--- src/ssb_pkg.sv ---
// constants and types for the serial status and bit-rate block
package ssb_pkg;

    localparam int ADDR_W = 8;

    // byte addresses on the register bus
    localparam logic [ADDR_W-1:0] ADDR_FLAGS = 8'h00;
    localparam logic [ADDR_W-1:0] ADDR_RATE = 8'h04;
    localparam logic [ADDR_W-1:0] ADDR_CONFIG = 8'h08;
    localparam logic [ADDR_W-1:0] ADDR_RX_HOLDING = 8'h0C;

    // values after reset; all but the holding value also after low-power entry
    localparam logic [7:0] FLAGS_RESET = 8'h84;
    localparam logic [7:0] RATE_RESET = 8'hFF;
    localparam logic [8:0] CONFIG_RESET = 9'h000;
    localparam logic [7:0] RX_HOLDING_RESET = 8'h00;

    // position of the top configuration bit, written through byte lane 1
    localparam int CONFIG_HIGH_BIT = 8;

    localparam logic [1:0] RESP_OKAY = 2'h0;
    localparam logic [1:0] RESP_SLVERR = 2'h2;

    // prescaler terminal counts: divide by 1, 4, 16, 64
    localparam logic [3:0][5:0] PRESC_LIMIT = {6'h3F, 6'h0F, 6'h03, 6'h00};

    // bit 7 down to bit 0 of the serial_flags register
    typedef struct packed {
        logic txBufferEmpty;
        logic rxBufferFull;
        logic overrun;
        logic framingErrorFlag;
        logic parityErrorFlag;
        logic transmitEndFlag;
        logic rxMultiprocBit;
        logic txMultiprocBit;
    } ssb_flags_t;

    // bit 8 down to bit 0 of the configuration register
    typedef struct packed {
        logic [1:0] prescalerSelect;
        logic multiproc;
        logic twoStop;
        logic parityOdd;
        logic parityEnable;
        logic syncMode;
        logic txEnableBit;
        logic rxEnable;
    } ssb_cfg_t;

    // one finished character from the receive shifter
    typedef struct packed {
        logic done;
        logic [7:0] data;
        logic parityBit;
        logic stopBit;
        logic secondStopBit;
        logic mpBit;
    } ssb_rx_frame_t;

    typedef struct packed {
        ssb_flags_t flags;
        ssb_flags_t seen;
        logic [7:0] bitRateValue;
        ssb_cfg_t cfg;
        logic [7:0] rxHolding;
        logic [5:0] prescCount;
        logic [7:0] rateCount;
        logic rateTick;
        logic awHeld;
        logic [ADDR_W-1:0] awAddr;
        logic wHeld;
        logic [8:0] wData;
        logic [1:0] wStrb;
        logic bValid;
        logic [1:0] bResp;
        logic rValid;
        logic [31:0] rData;
        logic [1:0] rResp;
    } ssb_state_t;

endpackage

--- src/ssb_serial_status_bitrate.sv ---
// serial status flags, bit-rate register and bit-rate generator
//
// What this block does
// async reception end: stop bit 0 sets the framing error flag
// with two stop bits only the first stop bit is checked
// framing error: character stored, buffer-full left clear, reception halted
// error flags clear only by writing 0 after reading them as 1, or on reset and low-power entry
// clearing receive enable leaves the error flags unchanged
// async parity enabled: ones count mismatch sets the parity error flag
// parity error: character stored, buffer-full left clear, reception halted
// sync mode: a set receive error flag also halts transmission
// transmit-end flag is read-only, software writes ignored
// transmit-end sets while transmit disabled or buffer empty at last bit
// transmit-end clears on buffer-empty clear or controller holding write
// async multiprocessor format stores received multiprocessor bit, read-only
// received multiprocessor bit kept when receive enable clears
// async multiprocessor transmit appends the software transmit multiprocessor bit
// transmit multiprocessor bit ignored outside async multiprocessor transmission
// bit rate from 8-bit value on prescaler-selected generator clock
// bit-rate register readable and writable at any time
// bit-rate register all ones on reset and low-power entry
// this channel has its own generator and rate setting
// buffer-full sets only on error-free reception into the holding register
// writes of 1 to the writable flags are ignored, except by the transmit multiprocessor bit
// clearing write works only after a read as 1; newer sets survive
`timescale 1ns/1ps

module ssb_serial_status_bitrate (
    input wire logic clk,
    input wire logic rstn,
    input wire logic lowPowerStop,
    input wire logic [ssb_pkg::ADDR_W-1:0] s_axi_awaddr,
    input wire logic s_axi_awvalid,
    output logic s_axi_awready,
    input wire logic [31:0] s_axi_wdata,
    input wire logic [3:0] s_axi_wstrb,
    input wire logic s_axi_wvalid,
    output logic s_axi_wready,
    output logic [1:0] s_axi_bresp,
    output logic s_axi_bvalid,
    input wire logic s_axi_bready,
    input wire logic [ssb_pkg::ADDR_W-1:0] s_axi_araddr,
    input wire logic s_axi_arvalid,
    output logic s_axi_arready,
    output logic [31:0] s_axi_rdata,
    output logic [1:0] s_axi_rresp,
    output logic s_axi_rvalid,
    input wire logic s_axi_rready,
    input wire ssb_pkg::ssb_rx_frame_t rxFrame,
    input wire logic xferRxRead,
    input wire logic txLoad,
    input wire logic txLastBit,
    input wire logic xferTxWrite,
    output ssb_pkg::ssb_cfg_t serialControl,
    output ssb_pkg::ssb_flags_t serialFlags,
    output logic [7:0] rxHolding,
    output logic rxHalt,
    output logic txHalt,
    output logic txMpAppend,
    output logic txMpValue,
    output logic rateTick
);

    ssb_pkg::ssb_state_t st;
    ssb_pkg::ssb_state_t next_st;

    logic doWrite;
    logic doRead;
    logic errorHeld;
    logic framingBad;
    logic parityBad;
    logic rxAccept;

    // one address decode shared by the write and read paths
    typedef enum {
        SSB_SEL_FLAGS,
        SSB_SEL_RATE,
        SSB_SEL_CONFIG,
        SSB_SEL_HOLDING,
        SSB_SEL_NONE
    } ssb_sel_t;

    function automatic ssb_sel_t ssb_decode(input logic [ssb_pkg::ADDR_W-1:0] addr);
        ssb_sel_t sel;
        case (addr)
            ssb_pkg::ADDR_FLAGS: begin
                sel = SSB_SEL_FLAGS;
            end
            ssb_pkg::ADDR_RATE: begin
                sel = SSB_SEL_RATE;
            end
            ssb_pkg::ADDR_CONFIG: begin
                sel = SSB_SEL_CONFIG;
            end
            ssb_pkg::ADDR_RX_HOLDING: begin
                sel = SSB_SEL_HOLDING;
            end
            default: begin
                sel = SSB_SEL_NONE;
            end
        endcase
        return sel;
    endfunction

    // a zero written over a flag that was read as one
    function automatic logic ssb_clear_ok(input logic written, input logic armed);
        return ~written & armed;
    endfunction

    ssb_sel_t wrSel;
    ssb_sel_t rdSel;

    // either receive error flag freezes the receiver
    assign errorHeld = st.flags.framingErrorFlag | st.flags.parityErrorFlag;
    assign rxHalt = errorHeld;
    assign txHalt = errorHeld & st.cfg.syncMode;
    // shifter only looks at this while a character is being sent
    assign txMpAppend = st.cfg.multiproc & ~st.cfg.syncMode;
    assign txMpValue = st.flags.txMultiprocBit & txMpAppend;

    // second stop bit deliberately never examined
    assign framingBad = ~st.cfg.syncMode & ~rxFrame.stopBit;
    assign parityBad = ~st.cfg.syncMode & st.cfg.parityEnable
        & ((^rxFrame.data ^ rxFrame.parityBit) != st.cfg.parityOdd);
    // a full buffer drops the character: the earlier one is kept
    assign rxAccept = rxFrame.done & st.cfg.rxEnable & ~errorHeld & ~st.flags.rxBufferFull;

    assign doWrite = st.awHeld & st.wHeld & ~st.bValid;
    assign doRead = s_axi_arvalid & ~st.rValid;
    assign wrSel = ssb_decode(st.awAddr);
    assign rdSel = ssb_decode(s_axi_araddr);

    assign s_axi_awready = ~st.awHeld;
    assign s_axi_wready = ~st.wHeld;
    assign s_axi_arready = ~st.rValid;
    assign s_axi_bvalid = st.bValid;
    assign s_axi_bresp = st.bResp;
    assign s_axi_rvalid = st.rValid;
    assign s_axi_rdata = st.rData;
    assign s_axi_rresp = st.rResp;

    assign serialControl = st.cfg;
    assign serialFlags = st.flags;
    assign rxHolding = st.rxHolding;
    assign rateTick = st.rateTick;

    always_comb begin
        ssb_pkg::ssb_flags_t wf;
        logic [5:0] prescLimit;
        next_st = st;
        wf = ssb_pkg::ssb_flags_t'(st.wData[7:0]);
        prescLimit = ssb_pkg::PRESC_LIMIT[st.cfg.prescalerSelect];
        next_st.rateTick = 1'b0;

        // bus channel capture and release
        if (s_axi_awvalid && !st.awHeld) begin
            next_st.awHeld = 1'b1;
            next_st.awAddr = s_axi_awaddr;
        end
        if (s_axi_wvalid && !st.wHeld) begin
            next_st.wHeld = 1'b1;
            next_st.wData = s_axi_wdata[8:0];
            next_st.wStrb = s_axi_wstrb[1:0];
        end
        if (st.bValid && s_axi_bready) begin
            next_st.bValid = 1'b0;
        end
        if (st.rValid && s_axi_rready) begin
            next_st.rValid = 1'b0;
        end

        // register writes; clears come before hardware sets so sets win
        if (doWrite) begin
            next_st.awHeld = 1'b0;
            next_st.wHeld = 1'b0;
            next_st.bValid = 1'b1;
            next_st.bResp = ssb_pkg::RESP_OKAY;
            case (wrSel)
                SSB_SEL_FLAGS: begin
                    if (st.wStrb[0]) begin
                        // ones are ignored except by the transmit multiprocessor bit; transmit-end clears only with buffer-empty, receive bit untouched
                        if (ssb_clear_ok(wf.txBufferEmpty, st.seen.txBufferEmpty)) begin
                            next_st.flags.txBufferEmpty = 1'b0;
                            next_st.flags.transmitEndFlag = 1'b0;
                        end
                        if (ssb_clear_ok(wf.rxBufferFull, st.seen.rxBufferFull)) begin
                            next_st.flags.rxBufferFull = 1'b0;
                        end
                        if (ssb_clear_ok(wf.framingErrorFlag, st.seen.framingErrorFlag)) begin
                            next_st.flags.framingErrorFlag = 1'b0;
                        end
                        if (ssb_clear_ok(wf.parityErrorFlag, st.seen.parityErrorFlag)) begin
                            next_st.flags.parityErrorFlag = 1'b0;
                        end
                        next_st.flags.txMultiprocBit = wf.txMultiprocBit;
                        next_st.seen = ssb_pkg::ssb_flags_t'(8'h00);
                    end
                end
                SSB_SEL_RATE: begin
                    if (st.wStrb[0]) begin
                        next_st.bitRateValue = st.wData[7:0];
                        next_st.prescCount = 6'h00;
                        next_st.rateCount = st.wData[7:0];
                    end
                end
                SSB_SEL_CONFIG: begin
                    if (st.wStrb[0]) begin
                        next_st.cfg[7:0] = st.wData[7:0];
                    end
                    if (st.wStrb[1]) begin
                        next_st.cfg[ssb_pkg::CONFIG_HIGH_BIT] =
                            st.wData[ssb_pkg::CONFIG_HIGH_BIT];
                    end
                end
                SSB_SEL_HOLDING: begin
                end
                default: begin
                    next_st.bResp = ssb_pkg::RESP_SLVERR;
                end
            endcase
        end

        // register reads; reading a flag as 1 arms its clear
        if (doRead) begin
            next_st.rValid = 1'b1;
            next_st.rResp = ssb_pkg::RESP_OKAY;
            next_st.rData = 32'h0000_0000;
            case (rdSel)
                SSB_SEL_FLAGS: begin
                    next_st.rData[7:0] = st.flags;
                    next_st.seen = next_st.seen | st.flags;
                end
                SSB_SEL_RATE: begin
                    next_st.rData[7:0] = st.bitRateValue;
                end
                SSB_SEL_CONFIG: begin
                    next_st.rData[8:0] = st.cfg;
                end
                SSB_SEL_HOLDING: begin
                    next_st.rData[7:0] = st.rxHolding;
                end
                default: begin
                    next_st.rResp = ssb_pkg::RESP_SLVERR;
                end
            endcase
        end

        // other-party clears
        if (xferRxRead) begin
            next_st.flags.rxBufferFull = 1'b0;
        end
        if (xferTxWrite) begin
            next_st.flags.txBufferEmpty = 1'b0;
            next_st.flags.transmitEndFlag = 1'b0;
        end

        // receive completion; receive enable never touches error flags
        if (rxAccept) begin
            next_st.rxHolding = rxFrame.data;
            if (framingBad) begin
                next_st.flags.framingErrorFlag = 1'b1;
            end
            if (parityBad) begin
                next_st.flags.parityErrorFlag = 1'b1;
            end
            if (!framingBad && !parityBad) begin
                next_st.flags.rxBufferFull = 1'b1;
            end
            if (st.cfg.multiproc && !st.cfg.syncMode) begin
                next_st.flags.rxMultiprocBit = rxFrame.mpBit;
            end
        end

        // transmit side sets
        if (txLoad) begin
            next_st.flags.txBufferEmpty = 1'b1;
        end
        if (txLastBit && st.flags.txBufferEmpty) begin
            next_st.flags.transmitEndFlag = 1'b1;
        end
        if (!st.cfg.txEnableBit) begin
            next_st.flags.txBufferEmpty = 1'b1;
            next_st.flags.transmitEndFlag = 1'b1;
        end

        // a flag that went low by any path loses its earlier read
        next_st.seen = next_st.seen & next_st.flags;

        // bit-rate generator, private to this channel
        if (st.prescCount == prescLimit) begin
            next_st.prescCount = 6'h00;
            if (st.rateCount == 8'h00) begin
                next_st.rateCount = st.bitRateValue;
                next_st.rateTick = 1'b1;
            end else begin
                next_st.rateCount = st.rateCount - 8'h01;
            end
        end else begin
            next_st.prescCount = st.prescCount + 6'h01;
        end

        // low-power entry reloads the unit's registers, except the receive holding register
        if (lowPowerStop) begin
            next_st.flags = ssb_pkg::ssb_flags_t'(ssb_pkg::FLAGS_RESET);
            next_st.seen = ssb_pkg::ssb_flags_t'(8'h00);
            next_st.bitRateValue = ssb_pkg::RATE_RESET;
            next_st.rateCount = ssb_pkg::RATE_RESET;
            next_st.prescCount = 6'h00;
            next_st.rateTick = 1'b0;
            next_st.cfg = ssb_pkg::ssb_cfg_t'(ssb_pkg::CONFIG_RESET);
        end
    end

    always_ff @(posedge clk) begin
        if (!rstn) begin
            st.flags <= ssb_pkg::ssb_flags_t'(ssb_pkg::FLAGS_RESET);
            st.seen <= ssb_pkg::ssb_flags_t'(8'h00);
            st.bitRateValue <= ssb_pkg::RATE_RESET;
            st.cfg <= ssb_pkg::ssb_cfg_t'(ssb_pkg::CONFIG_RESET);
            st.rxHolding <= ssb_pkg::RX_HOLDING_RESET;
            st.prescCount <= 6'h00;
            st.rateCount <= ssb_pkg::RATE_RESET;
            st.rateTick <= 1'b0;
            st.awHeld <= 1'b0;
            st.awAddr <= '0;
            st.wHeld <= 1'b0;
            st.wData <= 9'h000;
            st.wStrb <= 2'h0;
            st.bValid <= 1'b0;
            st.bResp <= ssb_pkg::RESP_OKAY;
            st.rValid <= 1'b0;
            st.rData <= 32'h0000_0000;
            st.rResp <= ssb_pkg::RESP_OKAY;
        end else begin
            st <= next_st;
        end
    end

endmodule // ssb_serial_status_bitrate

--- config.mk ---
export PLATFORM = sky130hd
export DESIGN_NAME = ssb_serial_status_bitrate
export DESIGN_NICKNAME = d
export VERILOG_FILES = /design/src/ssb_pkg.sv /design/src/ssb_serial_status_bitrate.sv
export SDC_FILE = /design/constraint.sdc
export NUM_CORES = 1
export LEC_CHECK = 0
export BUFFER_PORTS_ARGS = -buffer_cell sky130_fd_sc_hd__buf_2
export CAP_MARGIN = 20
export CORE_ASPECT_RATIO = 0.8
export CORE_MARGIN = 1
export CORE_UTILIZATION = 34
export DETAILED_ROUTE_END_ITERATION = 8
export PLACE_DENSITY = 0.59
export SETUP_SLACK_MARGIN = 0.02
export SLEW_MARGIN = 15
export SYNTH_ARGS = -nofsm -noshare
export SYNTH_HDL_FRONTEND = slang
export SYNTH_SLANG_ARGS = --single-unit
--- constraint.sdc ---
create_clock -name clk -period 1.9 [get_ports clk]
set_clock_uncertainty 0.2 [all_clocks]
set_input_delay 0.38 -clock clk [delete_from_list [all_inputs] [get_ports clk]]
set_output_delay 0.38 -clock clk [all_outputs]
set_load 0.02 [all_outputs]
==> reports/metrics.yaml <==
status: "complete, no violations"
cap_violations: 0
dieArea_um2: 13000
synth_compound_area_frac: 0.108
cpPeakStageDelay_ns: 0.57
reg2reg_depth: 6
wire_per_inst_um: 14.7
grtUsageMet2: 0.278
core.rowCount: 36
synth_top_family_by_area: "simple AND/OR/NAND/NOR gates"
cts_sinks: 85
ys.warnings.count: 0
rr_endpoint: "st[64]"
path_clk_slew_ns: 0.06
timing.final.crit_period_ns: 1.88
required_ns: 1.92
die_x_um: 127
io_buffers: 95
synth_edf_count: 0
async_flop_share: 0
final_util: 0.427
nets: 661
hold_violations: 0
finalCritPeriodShare: 0.991
min_path_type: "in2reg"
drtPass1Iterations: 5
cts_tree: "yes"
maxSlewHeadroom: 0.597
core_um2: 12200
crit_type: "reg2reg"
overflow: 0
antenna_found_initial: 0
cp.arrival_ns: 1.90
finalWirelength_mm: 11.1
ant_nets: 0
fillCellCount: 1235
use_met3: 0.0450
via_per_inst: 4.85
slew_viol_final: 0
p_leak_nw: 2.44
critPathBufInv: 2
yosys-mux-area-fraction: 0.101
hold_depth: 2
synth_xor_area_frac: 0.0360
place_congestion: 0.804
cp-start-kind: "register"
max_freq_mhz: 531
synth_seq_cells: 85
die_h_um: 102
critical-path-top-delay-family: "simple AND/OR/NAND/NOR gates"
ir_worst_vdd_mv: 0.450
clockBufferDepth: 2
crit_fanout: 5
yosysSeqAreaShare: 0.398
path_cells: "or4_4 > nor3_4 > buf_4 > buf_6 > o211a_1 > o21ai_0"
drc: 0
crit_start: "st[62]"
syn_to_final_growth_pct: 22.0
io_pins: 148
end_kind: "register"
ys.flop_type: "dfxtp_1"
grt_pass1_vias: 3405
p_per_area_nw_per_um2: 764
setup_viol: 0
start_util: 0.350
cts_root_buffer: "clkbuf_16"
grt_max_degree: 40
rsz0062_at_grt: "true"
track_usage: 0.176
drt-initial-drc-count: 139
worst_slew_pin_slew_ns: 0.604
vias: 3670
grt.busiest_layer: "met2"
synth_fa_ha_area_frac: 0.00878
netlist_area_um2: 4280
avgSynthCellArea_um2: 8.69
grtUsageMet1: 0.238
diodes: 0
grt_pass1_wl_mm: 17.5
r2r_slack_ns: 0.02
clk-insertion-delay-late_ns: 0.34
cp_slowest_cell: "or4_4"
drive_gt1_frac: 0.314
cts_htree_levels: 3
endpoint: "st[64]"
post-dp-hpwl_mm: 8.35
ys_types: 52
rr_startpoint: "st[62]"
path_depth: 6
finalSetupTns_ns: 0
cts_buffers: 9
syn_inst: 492
yosys.area_share.simple: 0.209
## worst min-delay path by stage
| stage | to | from | slack, ns |
|---|---|---|---|
| global placement | s_axi_rresp[1] | s_axi_rresp[1] | 0.24 |
| finish | s_axi_rvalid | s_axi_rready | 0.03 |
| global route | s_axi_rvalid | s_axi_rready | 0.03 |
| detailed placement | s_axi_rresp[1] | s_axi_rresp[1] | 0.25 |
| floorplan | serialFlags[2] | serialControl[1] | 0.20 |
| CTS | s_axi_rvalid | s_axi_rready | 0.02 |
## layout by cell type, fill, tap and decap left out, drive strengths merged, types with 6 or more instances in the layout
cell and instances:
clkbuf 11, nor3 8, conb 26, dfxtp 85
mux4 7, inv 13, buf 135, nand2b 6
nand2 77, a22oi 11, and3b 7, o21ai 8
a21oi 33, mux2i 24, nor2 46, xnor2 10
nand3 6
## stage by stage
| step | instance area, um^2 | power [mW] | cells | hold WS [ns] | worst slack [ns] |
|---|---|---|---|---|---|
| after floorplan | 4380 | 2.16 | 517 | 0.203 | 0.0299 |
| after detailed placement | 4790 | 2.25 | 736 | 0.248 | -0.0483 |
| after CTS | 5130 | 4.01 | 754 | 0.0214 | 0.0206 |
| final | 5220 | 3.99 | 757 | 0.0261 | 0.0175 |
| after global routing | 5220 | 4.14 | 757 | 0.0271 | -0.0736 |
| after global placement | 4790 | 2.24 | 736 | 0.239 | -0.0294 |
## report_power, final
group	internal, mW	switching [mW]	total, mW	leakage, nW
registers	1.82	0.0351	1.85	0.691
clock network	1.05	0.719	1.77	0.134
logic	0.146	0.215	0.361	1.61
## cells by family after synthesis
group                      count (synthesis)
AOI/OAI and AO/OA                         73
DFF                                       85
other                                      1
muxes                                     34
and+or+nand+nor                          185
xor gates and xnor gates                  16
buffers and inverters                     95
adders and majority gates                  3
## flip-flops by register name (all words and copies together) (netlist names), 5 cells and up, named ones only
name,count
serialControl,9
serialFlags,5
rxHolding,8
s_axi_rdata,9
st,47
## timing repair
item | 4_1_cts | 5_1_grt
gates resized for setup | 10 | 16
setup endpoints to repair | 7 | 27
buffers inserted | 1 | 3
hold buffers | 0 | 0
pin swaps | 6 | 5
gates cloned | 1 | 0
## metal layers
layer,vias up,part of all wire
met5,-,0
met3,12,0.078
met4,0,0.010
met2,135,0.44
li1,1777,-
met1,1746,0.48
## Yosys cell counts (3+ instances only)
library cell   n  area [um^2]
a31oi_1        3         18.8
o211ai_1       4         30.0
ha_1           3         37.5
mux2i_1       24          240
and3b_1        7         61.3
xnor2_1       10         87.6
nor3_1         7         35.0
nand2b_1       6         37.5
inv_1         13         48.8
o21ai_0        7         35.0
clkbuf_1      17         63.8
and2_1         3         18.8
and3_1         5         31.3
nor4_1         4         25.0
a22oi_1       11         82.6
xor2_1         5         43.8
o211a_1        3         30.0
nand2_1       77          289
buf_2          3         15.0
buf_4         62          465
mux2_2         3         33.8
nand3_1        6         30.0
dfxtp_1       85         1700
nor2b_1        5         31.3
nor2_1        46          173
a21oi_1       33          165
mux4_2         7          158
## layout make-up
| class | count | area [um^2] | area share |
|---|---|---|---|
| Sequential cell | 85 | 1710 | 0.327 |
| Tap cell | 171 | 214 | 0.0410 |
| Clock buffer | 11 | 243 | 0.0465 |
| Timing Repair Buffer | 135 | 795 | 0.152 |
| Multi-Input combinational cell | 337 | 2150 | 0.412 |
| Inverter | 13 | 48.8 | 0.00935 |
| Clock inverter | 5 | 60.1 | 0.0115 |
Power figures use the tool's default switching activity.
